==> config.mk <==
export PLATFORM = sky130hd
export DESIGN_NAME = ems_margin_search
export DESIGN_NICKNAME = d
export VERILOG_FILES = /design/src/pkg/ems_pkg.sv /design/src/hw/ems_margin_search.sv
export SDC_FILE = /design/constraint.sdc
export NUM_CORES = 1
export LEC_CHECK = 0
export ABC_CLOCK_PERIOD_IN_PS = 9460
export BUFFER_PORTS_ARGS = -buffer_cell sky130_fd_sc_hd__buf_2
export CORE_ASPECT_RATIO = 0.6
export CORE_MARGIN = 2
export CORE_UTILIZATION = 64
export CTS_CLUSTER_DIAMETER = 200
export CTS_CLUSTER_SIZE = 20
export DETAILED_ROUTE_END_ITERATION = 6
export GPL_ROUTABILITY_DRIVEN = 0
export PLACE_DENSITY = 0.95
export RECOVER_POWER = 50
export SETUP_SLACK_MARGIN = 0.3
export SYNTH_ARGS = -nofsm -noshare
export SYNTH_HDL_FRONTEND = slang
export SYNTH_SLANG_ARGS = --single-unit
==> constraint.sdc <==
create_clock -name core_clk -period 9.46 [get_ports core_clk]
set_input_delay 0.946 -clock core_clk [delete_from_list [all_inputs] [get_ports core_clk]]
set_output_delay 0.946 -clock core_clk [all_outputs]
set_load 0.005 [all_outputs]
==> src/pkg/ems_pkg.sv <==
// package for the eeprom margin search sequencer
// assumes one 125 MHz clock and a simple word-wide memory access port
package ems_pkg;
	// memory geometry
	localparam int ADDR_W = 6;
	localparam int DATA_W = 16;
	localparam logic [5:0] LAST_ADDR = 6'h3f;
	// checkerboard word for address zero, bit 0 at the low end
	localparam logic [15:0] PATTERN_WORD0 = 16'haaaa;
	// search iterations per measurement
	localparam logic [3:0] ITER_COUNT = 4'h9;
	// margin voltage code: signed, full scale 5 V = 16'sd5000 millivolts
	localparam logic signed [15:0] LIMIT_ONES = 16'sh1388;
	localparam logic signed [15:0] LIMIT_ZEROS = -16'sh1388;
	localparam logic signed [15:0] LIMIT_ZERO = 16'sh0000;
	// settle time after applying the margin voltage
	localparam int SETTLE_US = 100;
	localparam int CLK_MHZ = 125;
	localparam int SETTLE_CYC = SETTLE_US * CLK_MHZ;
	typedef enum logic [3:0] {
		ST_IDLE = 4'h0,
		ST_WRITE = 4'h1,
		ST_VERIFY = 4'h2,
		ST_ENABLE = 4'h3,
		ST_APPLY = 4'h4,
		ST_READ = 4'h5,
		ST_UPDATE = 4'h6,
		ST_OFF = 4'h7,
		ST_DONE = 4'h8
	} ems_state_t;
endpackage

==> src/hw/ems_margin_search.sv <==
// eeprom margin search sequencer: writes checkerboard, verifies, binary-searches margin
// assumes a memory access port with req/ack handshake and synchronous inputs
`timescale 1ns/1ns
module ems_margin_search #(
	parameter int SETTLE_CYCLES = ems_pkg::SETTLE_CYC
) (
	// clock and reset
	input wire logic core_clk,
	input wire logic srst,
	// user side
	input wire logic start,
	input wire logic selZeros,
	input wire logic invertPattern,
	output logic busy,
	output logic done,
	output logic patternError,
	output logic signed [15:0] marginCode,
	// memory access port
	output logic memReq,
	output logic memWrite,
	output logic [5:0] memAddr,
	output logic [15:0] memWdata,
	input wire logic memAck,
	input wire logic [15:0] memRdata,
	// margining pins
	output logic marginEnable,
	output logic marginEnableNeg,
	output logic marginVoltageOn,
	output logic signed [15:0] marginVoltage
);
	ems_pkg::ems_state_t state, next_state;
	logic [5:0] addr, next_addr;
	logic [15:0] word, next_word;
	logic signed [15:0] passLim, next_passLim, failLim, next_failLim;
	logic [3:0] iter, next_iter;
	logic mismatch, next_mismatch;
	logic zeros, next_zeros;
	logic [31:0] wait_cnt, next_wait_cnt;
	logic next_done, next_patternError;
	logic signed [15:0] next_marginCode, next_marginVoltage;
	logic signed [16:0] midSum;

	// midpoint of the current limits; 17 bits so the sum cannot wrap
	always_comb begin
		midSum = 17'(passLim) + 17'(failLim);
	end

	// next state computation
	always_comb begin
		next_state = state;
		next_addr = addr;
		next_word = word;
		next_passLim = passLim;
		next_failLim = failLim;
		next_iter = iter;
		next_mismatch = mismatch;
		next_zeros = zeros;
		next_wait_cnt = wait_cnt;
		next_done = done;
		next_patternError = patternError;
		next_marginCode = marginCode;
		next_marginVoltage = marginVoltage;
		case (state)
			ems_pkg::ST_IDLE, ems_pkg::ST_DONE: begin
				if (start) begin
					next_state = ems_pkg::ST_WRITE;
					next_done = 1'b0;
					next_patternError = 1'b0;
					next_zeros = selZeros;
					next_addr = '0;
					next_word = invertPattern ? ~ems_pkg::PATTERN_WORD0 : ems_pkg::PATTERN_WORD0;
					next_mismatch = 1'b0;
				end
			end
			ems_pkg::ST_WRITE: begin
				if (memAck) begin
					next_word = ~word;
					next_addr = addr + 6'h01;
					if (addr == ems_pkg::LAST_ADDR) begin
						next_state = ems_pkg::ST_VERIFY;
						next_word = invertPattern ? ~ems_pkg::PATTERN_WORD0 : ems_pkg::PATTERN_WORD0;
					end
				end
			end
			ems_pkg::ST_VERIFY: begin
				if (memAck) begin
					next_word = ~word;
					next_addr = addr + 6'h01;
					if (memRdata != word) begin
						next_mismatch = 1'b1;
					end
					if (addr == ems_pkg::LAST_ADDR) begin
						if (mismatch || memRdata != word) begin
							next_patternError = 1'b1;
							next_done = 1'b1;
							next_state = ems_pkg::ST_DONE;
						end else begin
							next_state = ems_pkg::ST_ENABLE;
							next_passLim = ems_pkg::LIMIT_ZERO;
							next_failLim = zeros ? ems_pkg::LIMIT_ZEROS : ems_pkg::LIMIT_ONES;
							next_iter = '0;
							next_wait_cnt = '0;
						end
					end
				end
			end
			ems_pkg::ST_ENABLE: begin
				// enable must settle before the voltage is applied
				next_wait_cnt = wait_cnt + 32'h1;
				if (wait_cnt == 32'(SETTLE_CYCLES - 1)) begin
					next_state = ems_pkg::ST_APPLY;
					next_marginVoltage = 16'(midSum >>> 1);
					next_wait_cnt = '0;
				end
			end
			ems_pkg::ST_APPLY: begin
				next_wait_cnt = wait_cnt + 32'h1;
				if (wait_cnt == 32'(SETTLE_CYCLES - 1)) begin
					next_state = ems_pkg::ST_READ;
					next_addr = '0;
					next_word = invertPattern ? ~ems_pkg::PATTERN_WORD0 : ems_pkg::PATTERN_WORD0;
					next_mismatch = 1'b0;
				end
			end
			ems_pkg::ST_READ: begin
				if (memAck) begin
					next_word = ~word;
					next_addr = addr + 6'h01;
					if (memRdata != word) begin
						next_mismatch = 1'b1;
					end
					if (addr == ems_pkg::LAST_ADDR) begin
						next_state = ems_pkg::ST_UPDATE;
					end
				end
			end
			ems_pkg::ST_UPDATE: begin
				if (mismatch) begin
					next_failLim = marginVoltage;
				end else begin
					next_passLim = marginVoltage;
				end
				next_iter = iter + 4'h1;
				next_wait_cnt = '0;
				if (iter == ems_pkg::ITER_COUNT - 4'h1) begin
					next_state = ems_pkg::ST_OFF;
				end else begin
					next_state = ems_pkg::ST_APPLY;
					next_marginVoltage = mismatch ?
						16'((17'(passLim) + 17'(marginVoltage)) >>> 1) :
						16'((17'(marginVoltage) + 17'(failLim)) >>> 1);
				end
			end
			ems_pkg::ST_OFF: begin
				next_marginCode = 16'(midSum >>> 1);
				next_done = 1'b1;
				next_state = ems_pkg::ST_DONE;
			end
			default: begin
				next_state = ems_pkg::ST_IDLE;
			end
		endcase
	end

	// state registers
	always_ff @(posedge core_clk) begin
		if (srst) begin
			state <= ems_pkg::ST_IDLE;
			addr <= '0;
			word <= '0;
			passLim <= '0;
			failLim <= '0;
			iter <= '0;
			mismatch <= 1'b0;
			zeros <= 1'b0;
			wait_cnt <= '0;
			done <= 1'b0;
			patternError <= 1'b0;
			marginCode <= '0;
			marginVoltage <= '0;
		end else begin
			state <= next_state;
			addr <= next_addr;
			word <= next_word;
			passLim <= next_passLim;
			failLim <= next_failLim;
			iter <= next_iter;
			mismatch <= next_mismatch;
			zeros <= next_zeros;
			wait_cnt <= next_wait_cnt;
			done <= next_done;
			patternError <= next_patternError;
			marginCode <= next_marginCode;
			marginVoltage <= next_marginVoltage;
		end
	end

	// memory port and margin pins; enable spans enable, apply, read, update
	always_comb begin
		memReq = (state == ems_pkg::ST_WRITE) || (state == ems_pkg::ST_VERIFY) ||
			(state == ems_pkg::ST_READ);
		memWrite = (state == ems_pkg::ST_WRITE);
		memAddr = addr;
		memWdata = word;
		busy = (state != ems_pkg::ST_IDLE) && (state != ems_pkg::ST_DONE);
		marginVoltageOn = (state == ems_pkg::ST_APPLY) || (state == ems_pkg::ST_READ) ||
			(state == ems_pkg::ST_UPDATE);
		marginEnable = marginVoltageOn || (state == ems_pkg::ST_ENABLE);
		marginEnableNeg = zeros;
	end

	// voltage never on without the enable
	volt_needs_en_a: assert property (@(posedge core_clk) disable iff (srst)
		$rose(marginVoltageOn) |-> $past(marginEnable))
		else $error("margin voltage without enable");
	// first step of ones search applies half of full scale
	first_step_a: assert property (@(posedge core_clk) disable iff (srst)
		(state == ems_pkg::ST_ENABLE && next_state == ems_pkg::ST_APPLY && !zeros)
		|=> marginVoltage == 16'sh09c4) else $error("first ones step not 2.5 V");
	// search limits start values
	init_lim_a: assert property (@(posedge core_clk) disable iff (srst)
		(state == ems_pkg::ST_ENABLE && wait_cnt == '0) |-> passLim == ems_pkg::LIMIT_ZERO &&
		failLim == (zeros ? ems_pkg::LIMIT_ZEROS : ems_pkg::LIMIT_ONES))
		else $error("wrong starting limits");
	// limit update follows the outcome
	lim_update_a: assert property (@(posedge core_clk) disable iff (srst)
		(state == ems_pkg::ST_UPDATE && mismatch) |=> failLim == $past(marginVoltage))
		else $error("fail limit not updated");
	// exactly nine steps before finishing
	nine_iter_a: assert property (@(posedge core_clk) disable iff (srst)
		(state == ems_pkg::ST_OFF) |-> iter == ems_pkg::ITER_COUNT)
		else $error("iteration count not nine");
	// result is mean of final limits
	result_mean_a: assert property (@(posedge core_clk) disable iff (srst)
		(state == ems_pkg::ST_OFF) |=> done && marginCode == 16'(midSum >>> 1))
		else $error("result not mean of limits");
	// first written word
	first_word_a: assert property (@(posedge core_clk) disable iff (srst)
		(memWrite && addr == '0) |-> memWdata == (invertPattern ? 16'h5555 : 16'haaaa))
		else $error("wrong word at address zero");
	// enable polarity tracks the selection
	en_polarity_a: assert property (@(posedge core_clk) disable iff (srst)
		(!busy && start) |=> marginEnableNeg == $past(selZeros))
		else $error("enable polarity wrong");
	// written words alternate
	alt_word_a: assert property (@(posedge core_clk) disable iff (srst)
		(memWrite && memAck && addr != ems_pkg::LAST_ADDR) |=> memWdata == ~$past(memWdata))
		else $error("pattern not alternating");
	// zeros search opens at half of negative full scale
	first_zero_a: assert property (@(posedge core_clk) disable iff (srst)
		(state == ems_pkg::ST_ENABLE && next_state == ems_pkg::ST_APPLY && zeros)
		|=> marginVoltage == (ems_pkg::LIMIT_ZEROS >>> 1)) else $error("first zeros step wrong");
	// a pass moves only the pass limit
	lim_pass_a: assert property (@(posedge core_clk) disable iff (srst)
		(state == ems_pkg::ST_UPDATE && !mismatch) |=> passLim == $past(marginVoltage) &&
		failLim == $past(failLim)) else $error("pass limit not updated");
	// every later step applies the midpoint of the updated limits
	next_mid_a: assert property (@(posedge core_clk) disable iff (srst)
		(state == ems_pkg::ST_UPDATE && iter != ems_pkg::ITER_COUNT - 4'h1)
		|=> marginVoltage == 16'(midSum >>> 1)) else $error("step not at midpoint");
	// one bad word under margin marks the whole step as failed
	read_fail_a: assert property (@(posedge core_clk) disable iff (srst)
		(state == ems_pkg::ST_READ && memAck && memRdata != word) |=> mismatch)
		else $error("readback mismatch lost");
	// each accepted start rewrites the pattern from address zero
	pattern_rewrite_a: assert property (@(posedge core_clk) disable iff (srst)
		(!busy && start) |=> state == ems_pkg::ST_WRITE && addr == '0)
		else $error("start did not rewrite pattern");
	// margining only ever follows a clean verify pass
	verify_first_a: assert property (@(posedge core_clk) disable iff (srst)
		$rose(marginEnable) |-> $past(state) == ems_pkg::ST_VERIFY)
		else $error("margining without verify");
	// a bad verify ends the run before marginEnable, marginVoltageOn or marginVoltage moves
	pattern_err_a: assert property (@(posedge core_clk) disable iff (srst)
		$rose(patternError) |-> $past(state) == ems_pkg::ST_VERIFY && !marginEnable)
		else $error("pattern error outside verify");
	// the last write hands over to verify at address zero
	all_written_a: assert property (@(posedge core_clk) disable iff (srst)
		(memWrite && memAck && addr == ems_pkg::LAST_ADDR) |=> !memWrite && memReq &&
		addr == '0) else $error("pattern write incomplete");
	// applied voltage stays strictly inside the search window
	volt_window_a: assert property (@(posedge core_clk) disable iff (srst)
		marginVoltageOn |-> (zeros ? (marginVoltage < ems_pkg::LIMIT_ZERO &&
		marginVoltage > ems_pkg::LIMIT_ZEROS) : (marginVoltage > ems_pkg::LIMIT_ZERO &&
		marginVoltage < ems_pkg::LIMIT_ONES))) else $error("voltage outside window");
	// no tenth read pass: every step wears the stored charge
	iter_cap_a: assert property (@(posedge core_clk) disable iff (srst)
		(state == ems_pkg::ST_READ) |-> iter < ems_pkg::ITER_COUNT)
		else $error("too many search steps");
	// done only ever shows while idle
	done_idle_a: assert property (@(posedge core_clk) disable iff (srst)
		done |-> !busy) else $error("done while busy");
endmodule

# [After elaboration in Yosys (flattened, before gate mapping)]
# Cells that the tools add are included.
[totals] reg_bits=130 out_inout_bits=62
[classes] bitwise_logic=1 eq_ne=30 n_reduce_logical=32 n_addsub=6 n_mux=57
[op_table] operator="$mux 16" count=18
[op_table] operator="$mux 32" count=4
[op_table] operator="$pmux 32 s4" count=1
[op_table] operator="$pmux 16 s2" count=3
[op_table] operator="$pmux 16 s4" count=1
[op_table] operator="$mux 4" count=13
[op_table] operator="$add 16x16->17" count=3
[op_table] operator="$add 32x1->32 const B" count=1
[op_table] operator="$eq 32x14->1 const B" count=1
[op_table] operator="$pmux 4 s8" count=1
[op_table] operator="$reduce_and 5->1" count=6
[op_table] operator="$ne 2x2->1 const B" count=12
[op_table] operator="$mux 6" count=3
[op_table] operator="$pmux 6 s3" count=1
[op_table] operator="$eq 4x3->1 const B" count=4
[op_table] operator="$ne 16x16->1" count=1
[op_table] operator="$not 16->16" count=1
[op_table] operator="$reduce_and 4->1" count=3
[op_table] operator="$reduce_bool 4->1" count=3
[op_table] operator="$ne 2x1->1 const B" count=5
[op_table] operator="$reduce_and 9->1" count=1
[op_table] operator="$reduce_bool 3->1" count=3
[op_table] operator="$eq 4x2->1 const B" count=2
[op_table] operator="$eq 4x4->1 const B" count=2
[op_table] operator="other kinds (18)" count=33

# [Logic depth before layout (Yosys ltp)]
# Gate-level depths: netlist (run 1).
[logic_depth] word_depth=6 depth_mapped=12 mapped_depth_nobuf=10

# [Worst setup path after synthesis (run 1)]
# No wires, ideal clock.
[synth_timing] path_kind="register to register" start="register mismatch" end="register marginVoltage[12]" setup_slack_ns=6.170 path_stages_with_launch=13 arrival_ns=3.205 cell_sequence="dfxtp_1 -> clkbuf_1 -> buf_1 -> mux2i_1 -> inv_1 -> ha_1 -> and3_1 -> a221oi_2 -> a211o_1 -> a211o_1 -> a2111oi_2 -> o21ai_1 -> a211oi_1"
[synth_via] elab_chain_cells=3
[synth_rtl] element="from (decl)" line="ems_margin_search.sv:36" source="logic mismatch, next_mismatch;"
[synth_rtl] element="from (signal assigned)" line="ems_margin_search.sv:188" source="mismatch <= next_mismatch;"
[synth_rtl] element="$mux 16" line="ems_margin_search.sv:149" source="next_marginVoltage = mismatch ?"
[synth_rtl] element="$mux 16" line="ems_margin_search.sv:145" source="if (iter == ems_pkg::ITER_COUNT - 4'h1) begin"
[synth_rtl] element="$pmux 16 s2" line="ems_margin_search.sv:63" source="case (state)"
[synth_rtl] element="to (signal assigned)" line="ems_margin_search.sv:194" source="marginVoltage <= next_marginVoltage;"
[synth_rtl] element="to (decl)" line="ems_margin_search.sv:29" source="output logic signed [15:0] marginVoltage"
# No other way between the ends. The select of a mux whose other input is x is not followed.
# A chain may end at the register's enable or synchronous reset.

==> run metrics, run 1 <==
status=complete, but fails checks; failing checks=design-rule violations, max-capacitance violations, max-slew violations; GR Layer Usage met1=between 40% and 50%; Post-CTS Setup Inserts=0; Finish-stage setup viols=0; first-pass GRT wire length=around 35 mm; Synth cell types=between 60 and 70; Tmin final=approximately 4.8 ns; fmax=between 0.2 and 0.25 GHz; initial antenna violation count=0; crit path to=wait_cnt[3]$_SDFFE_PP0P_; share of cells above drive strength 1=12.1%; Synth Area in Adders=under 10%; #FFs+latches synth=130; antenna viol nets, final=0; RSZ-0062 raised after global routing=no; YS warnings=0; Final Skew=between 0.006 and 0.007 ns; R2R Setup Slk=5.73 ns; Hold Slack=roughly 0.45 ns; Layout Cells excl Fill=~1200; DIE AREA=between 0.01 and 0.015 mm^2; Slew HR=-173%; Global Route Usage Sum=33.7%; WL/cell=around 19 um; pin count of the biggest net entering global routing=90; # fillers=834; Synth Instances=approximately 940; GR met2 Demand/Resource=between 50% and 60%; reg2reg end=marginVoltage[13]$_SDFFE_PP0P_; Worst Reg-to-Reg Cells=10; most area-consuming cells after synthesis=dfxtp_1, a21oi_1, ha_1; IO Pins=84; CTS buffer count=17; data arrival time of the critical path=roughly 5.1 ns; I/O Buffers=83; placed cell count=~1100; worst vdd ir=about 200 uV; Initial Utilization=between 60% and 70%; # diodes=0; share of the synthesized area in the top cell type=around a third; post-synthesis sequential area ratio=34.0%; CTS Root Cell=clkbuf_16; drt pass-1 iters=7; Core Footprint=around 0.011 mm^2; syn_nets=between 900 and 1000; main combinational cell family by area after synthesis=compound AO/OA/AOI/OAI gates; H-Tree Depth=4; Cell Pwr Density=201 mW/mm^2; Max FO, Critical Path=89; met3 usage=around 6.5%; area leader, netlist=dfxtp_1; Synth Area per Inst=8.17 um^2; Fin Setup TNS=0 ns; Area growth syn-to-layout=13.4%; Main synth FF type=dfxtp_1; WS Path Type=primary input to flop; simple-gate share of the synthesized area=20.9%; mux cell area share after synthesis=roughly 3.7%; most used routing layer=met2; routed vias/inst=around 6.7; global route overflow=0; Worst Tran Pin Value=4.09 ns; TritonCTS Sinks=130; Final Max Slew Viols=90; XOR/XNOR Fraction of Synth Area=6.30%; CP Launch Point=srst; vias in the first global route=6950; static leakage=approximately 3.5 nW; Die Ht=slightly below 90 um; Final HPWL DP=roughly 14 mm; number of synthesized flops with an enable pin=0; Die W=roughly 150 um; final worst-path cycle share=between 50% and 60%; DRT iter0 DRCs=between 1000 and 1500; Hold WC Path Type=flop to flop; Post-Route WL=about 22 mm; Synth async-reset ratio=0%; max cap viols=1; post-CTS resize count=0; Reg2Reg Launch Point=mismatch$_SDFFE_PP0P_; Startpoint Class=primary input; DRC=7; Layout Nets=between 1000 and 1500; post-synthesis cell area=roughly 0.0077 mm^2; Worst setup EP type=flop; Max Root-Sink Buffers=2; CTS clock-pin slew for the worst setup and hold paths=about 0.05 ns; CP Data Required Time=roughly 10 ns; worst skew pair latency=about 0.43 ns; num rows=30; DR vias=just under 8000; Final Hold Fails=0; placement-stage cell area=between 0.008 and 0.009 mm^2; design area=0.00868 mm^2; Worst Min Path Start=marginCode[12]$_SDFFE_PP0P_; CTS tree=done; hold-fix buffer count after cts=0; post-synthesis compound-gate area fraction=25.0%; fin util=75.5%
## worst min-delay path by stage
| stage | end | slack [ns] | cells after the start |
|---|---|---|---|
| after global routing | marginCode[12]$_SDFFE_PP0P_ | 0.48 | 2 |
| final | marginCode[12]$_SDFFE_PP0P_ | 0.45 | 2 |
| after global placement | marginCode[13]$_SDFFE_PP0P_ | 0.44 | 2 |
| after floorplan | failLim[7]$_SDFFE_PP0P_ | 0.45 | 2 |
| after CTS | marginCode[10]$_SDFFE_PP0P_ | 0.46 | 2 |
| after detailed placement | marginCode[10]$_SDFFE_PP0P_ | 0.45 | 2 |
## where the power goes
| part | total, mW | leakage, nW | switching [mW] | internal (mW) |
|---|---|---|---|---|
| Sequential | 0.678 | 1.05 | 0.0789 | 0.599 |
| Combinational | 0.412 | 2.12 | 0.245 | 0.167 |
| Clock | 0.651 | 0.278 | 0.246 | 0.406 |
## per-stage QoR
| stage | setup slack (ns) | power [mW] |
|---|---|---|
| after global placement | 5.86 | 1.07 |
| after global routing | 4.39 | 1.82 |
| after detailed placement | 5.76 | 1.09 |
| final | 4.66 | 1.74 |
| after CTS | 5.95 | 1.74 |
| after floorplan | 6.17 | 0.956 |
## worst max-delay path, stage by stage
cell      delay (ns)
buf_2           0.07
clkbuf_1        2.83
nand2b_1        1.06
nor2_1          0.13
## sequential cells by signal, indices dropped and copies added (netlist names), 4 cells and up
register and count:
iter 4, passLim 16, memWdata 16, wait_cnt 32
marginVoltage 16, marginCode 16, failLim 16, memAddr 6
state 4
## logic make-up after synthesis
logic type      Yosys count
simple gates            321
compound gates          291
flops                   130
buf+inv                  78
xor+xnor                 55
fa+ha+maj                36
mux                      26
## cells in the mapped netlist (all sizes together) (3+ instances only)
master and number:
xor2 41, nand2b 14, a21boi 4, o22ai 9, mux2i 9, mux2 17, o31ai 5, nor2 108
a22o 16, inv 27, o2111ai 9, and2 6, a221oi 3, a211oi 37, ha 34, or3 6
buf 10, o21ai 41, nor3b 6, a21oi 93, a211o 3, nor4b 7, or4 7, dfxtp 130
a31o 3, o21a 5, nand2 72, nand4 6, and3 17, o211ai 20, nor4 15, nand3b 5
a22oi 4, nor3 20, a21o 17, clkbuf 40, nand3 17, a31oi 7, nor2b 5, a311oi 3
and4 5, xnor2 14
## layer usage
layer / vias up / wire length, um
li1: 3572 / -
met2: 505 / 9090
met1: 3677 / 9670
met5: - / 0
met3: 83 / 2300
met4: 0 / 657
## cell usage in the layout, fill, tap and decap left out, types with 18 or more instances in the layout
master | Yosys | layout
dfxtp_1 | 130 | 130
nor2_1 | 108 | 108
a21oi_1 | 93 | 93
nand2_1 | 72 | 72
buf_2 | 5 | 54
xor2_1 | 41 | 41
a211oi_1 | 37 | 37
o21ai_0 | 35 | 35
ha_1 | 34 | 34
clkbuf_1 | 40 | 32
inv_1 | 27 | 27
o211ai_1 | 20 | 20
nor3_1 | 19 | 18
## layout make-up
type	instances	area (um^2)	share of cell area, %
inverters	28	105	1.21
repair buffers	91	435	5.02
clock inverters	9	106	1.23
flip-flops and latches	130	2600	30.0
well taps	160	200	2.31
clock buffers	22	474	5.47
multi-input cells	729	4750	54.8
Note: power is estimated with default switching activity, not from simulation.
==> inputs of run 2 (changes only) <==
--- a/config.mk
+++ b/config.mk
@@ -5,16 +5,16 @@
 export SDC_FILE = /design/constraint.sdc
 export NUM_CORES = 1
 export LEC_CHECK = 0
-export ABC_CLOCK_PERIOD_IN_PS = 9460
+export ABC_CLOCK_PERIOD_IN_PS = 4650
 export BUFFER_PORTS_ARGS = -buffer_cell sky130_fd_sc_hd__buf_2
 export CORE_ASPECT_RATIO = 0.6
 export CORE_MARGIN = 2
-export CORE_UTILIZATION = 64
+export CORE_UTILIZATION = 59
 export CTS_CLUSTER_DIAMETER = 200
 export CTS_CLUSTER_SIZE = 20
 export DETAILED_ROUTE_END_ITERATION = 6
 export GPL_ROUTABILITY_DRIVEN = 0
-export PLACE_DENSITY = 0.95
+export PLACE_DENSITY = 0.91
 export RECOVER_POWER = 50
 export SETUP_SLACK_MARGIN = 0.3
 export SYNTH_ARGS = -nofsm -noshare
==> constraint.sdc (replaced) <==
create_clock -name core_clk -period 4.65 [get_ports core_clk]
set_input_delay 0.465 -clock core_clk [delete_from_list [all_inputs] [get_ports core_clk]]
set_output_delay 0.465 -clock core_clk [all_outputs]
set_load 0.005 [all_outputs]
==> run 2 against run 1 <==
The run now ends clean. Flip-flop and latch count unchanged. Total power increased by 110%. Setup slack got worse by 3.5 ns. First-iteration DRC count decreased by 14%. Critical path depth increased by 4. Combinational power increased by 100%. Critical endpoint is now marginVoltage[14]$_SDFFE_PP0P_.
==> run metrics, run 2 (synthesis gave the netlist of run 1 again) <==
CP Launch Point=passLim[6]$_SDFFE_PP0P_ (was srst); Post-CTS Setup Inserts=0 (unchanged); Hold WC Path Type=primary input to flop (was flop to flop); Biggest register=wait_cnt (unchanged); CP Data Required Time=4.99 ns (was 9.73 ns); Startpoint Class=flop (was primary input); Reg2Reg Launch Point=passLim[6]$_SDFFE_PP0P_ (was mismatch$_SDFFE_PP0P_); global route overflow=0 (unchanged); Max Root-Sink Buffers=2 (unchanged); antenna viol nets, final=0 (unchanged); commonest non-fill, non-tap cell in the layout=dfxtp_1 (unchanged); H-Tree Depth=4 (unchanged); Area growth syn-to-layout=14.1% (was 13.4%); drt pass-1 iters=7 (unchanged); CTS clock-pin slew for the worst setup and hold paths=0.06 ns (was 0.05 ns); Initial Utilization=60.1% (was 66.6%); DIE AREA=0.0139 mm^2 (was 0.0129 mm^2); post-CTS resize count=0 (unchanged); number of flip-flops in the largest register=32 (unchanged); fmax=between 0.2 and 0.3 GHz; Worst Tran Pin Value=1.11 ns (was 4.09 ns); register area=0.00260 mm^2 (unchanged); Layout Nets=1056 (was 1055); Cell Pwr Density=415 mW/mm^2 (was 201 mW/mm^2); first-pass GRT wire length=36.1 mm (was 34.8 mm); static leakage=3.48 nW (was 3.45 nW); GR Layer Usage met1=46.9% (was 47.9%); worst skew pair latency=0.43 ns (about the same); initial antenna violation count=0 (unchanged); Core Footprint=0.0127 mm^2 (was 0.0115 mm^2); Final HPWL DP=14.6 mm (was 14.2 mm); Die Ht=92.2 um (was 88.7 um); pre-CTS setup slack=1.40 ns (was 5.76 ns); GR met2 Demand/Resource=47.5% (was 50.9%); worst vdd ir=342 uV (was 201 uV); # diodes=0 (unchanged); I/O Buffers=83 (unchanged); Fin Setup TNS=0 ns (unchanged); data arrival time of the critical path=3.82 ns (was 5.07 ns); Slew HR=25.4% (was -173%); most frequent cells in the layout=dfxtp_1, nor2_1, a21oi_1 (unchanged); Worst setup EP type=flop (unchanged); Max FO, Critical Path=6 (was 89); Post-Route WL=22.1 mm (was 21.7 mm); DRC=0 (was 7); WL/cell=18.7 um (was 18.6 um); Global Route Usage Sum=32.8% (was 33.7%); CTS buffer count=17 (unchanged); TritonCTS Sinks=130 (unchanged); hold-fix buffer count after cts=0 (unchanged); most used routing layer=met2 (unchanged); max cap viols=0 (was 1); Final Hold Fails=0 (unchanged); Final Skew=0.00929 ns (was 0.00646 ns); # fillers=1009 (was 834); DRT iter0 DRCs=970 (was 1122); pin count of the biggest net entering global routing=51 (was 90); Die W=151 um (was 145 um); share of cells above drive strength 1=12.3% (was 12.1%); Final Max Slew Viols=0 (was 90); Finish-stage setup viols=0 (unchanged); routed vias/inst=6.47 (was 6.70); status=finished clean (was complete, but fails checks); fin util=68.6% (was 75.5%); DR vias=7638 (was 7837); met3 usage=7.86% (was 6.55%); CTS Root Cell=clkbuf_16 (unchanged); Worst Min Path Start=start (was marginCode[12]$_SDFFE_PP0P_); vias in the first global route=7093 (was 6950); WS Path Type=flop to flop (was primary input to flop); RSZ-0062 raised after global routing=no (unchanged); area of the multi-input gates=0.00475 mm^2 (about the same); post-route setup slack=1.17 ns (was 4.66 ns); final worst-path cycle share=between 70% and 80%; num rows=32 (was 30); CTS tree=done (unchanged); IO Pins=84 (unchanged); Tmin final=around 3.5 ns
-- run 2: cell types whose count changed in the layout (fill, tap and decap cells not counted), sizes merged --
cell    before  now
bufinv       2    3
buf         61   65
clkbuf      52   50
clkinv       5    3
-- run 2: layout make-up --
cell class	count	area share, %
repair buffers	92	5.14
flip-flops and latches	130	29.8
multi-input cells	729	54.4
clock inverters	8	1.45
well taps	170	2.44
inverters	28	1.20
clock buffers	23	5.59
-- run 2: worst paths after layout --
check	end	slack (ns)	cells past startpoint
max	marginVoltage[14]$_SDFFE_PP0P_	1.17	8
min	patternError$_SDFFE_PP0P_	0.32	2
max reg2reg	marginVoltage[14]$_SDFFE_PP0P_	1.17	8
min reg2reg	marginCode[13]$_SDFFE_PP0P_	0.45	2
-- run 2: per-stage QoR --
step                cells  power [mW]  cell area, um^2  hold slack [ns]
floorplan             937        1.95             7650            0.446
global placement     1149        2.18             8160            0.442
detailed placement   1149        2.20             8160            0.445
CTS                  1180        3.61             8770            0.310
global route         1180        3.77             8730            0.333
finish               1180        3.62             8730            0.322
-- run 2: power by group --
group / total (mW) / switching (mW) / internal, mW / leakage (nW)
clock: 1.40 / 0.505 / 0.897 / 0.291
sequential: 1.38 / 0.165 / 1.22 / 1.05
combinational: 0.837 / 0.496 / 0.342 / 2.14
total: 3.62 / 1.17 / 2.46 / 3.48
-- run 2: metal layers --
| metal | up-vias | part of all wire [%] |
|---|---|---|
| met3 | 71 | 12 |
| met1 | 3488 | 44 |
| met2 | 510 | 41 |
| met5 | - | 0 |
| met4 | 0 | 2.7 |
| li1 | 3569 | - |
-- run 2: critical path, stage by stage (launching register included) --
cell and delay (ns):
dfxtp_1 0.33, ha_1 0.41, nand3_1 0.17, a211oi_1 0.94, o211ai_1 0.28, a311oi_1 0.45, mux2i_1 0.36, a221oi_1 0.15
a211oi_1 0.29
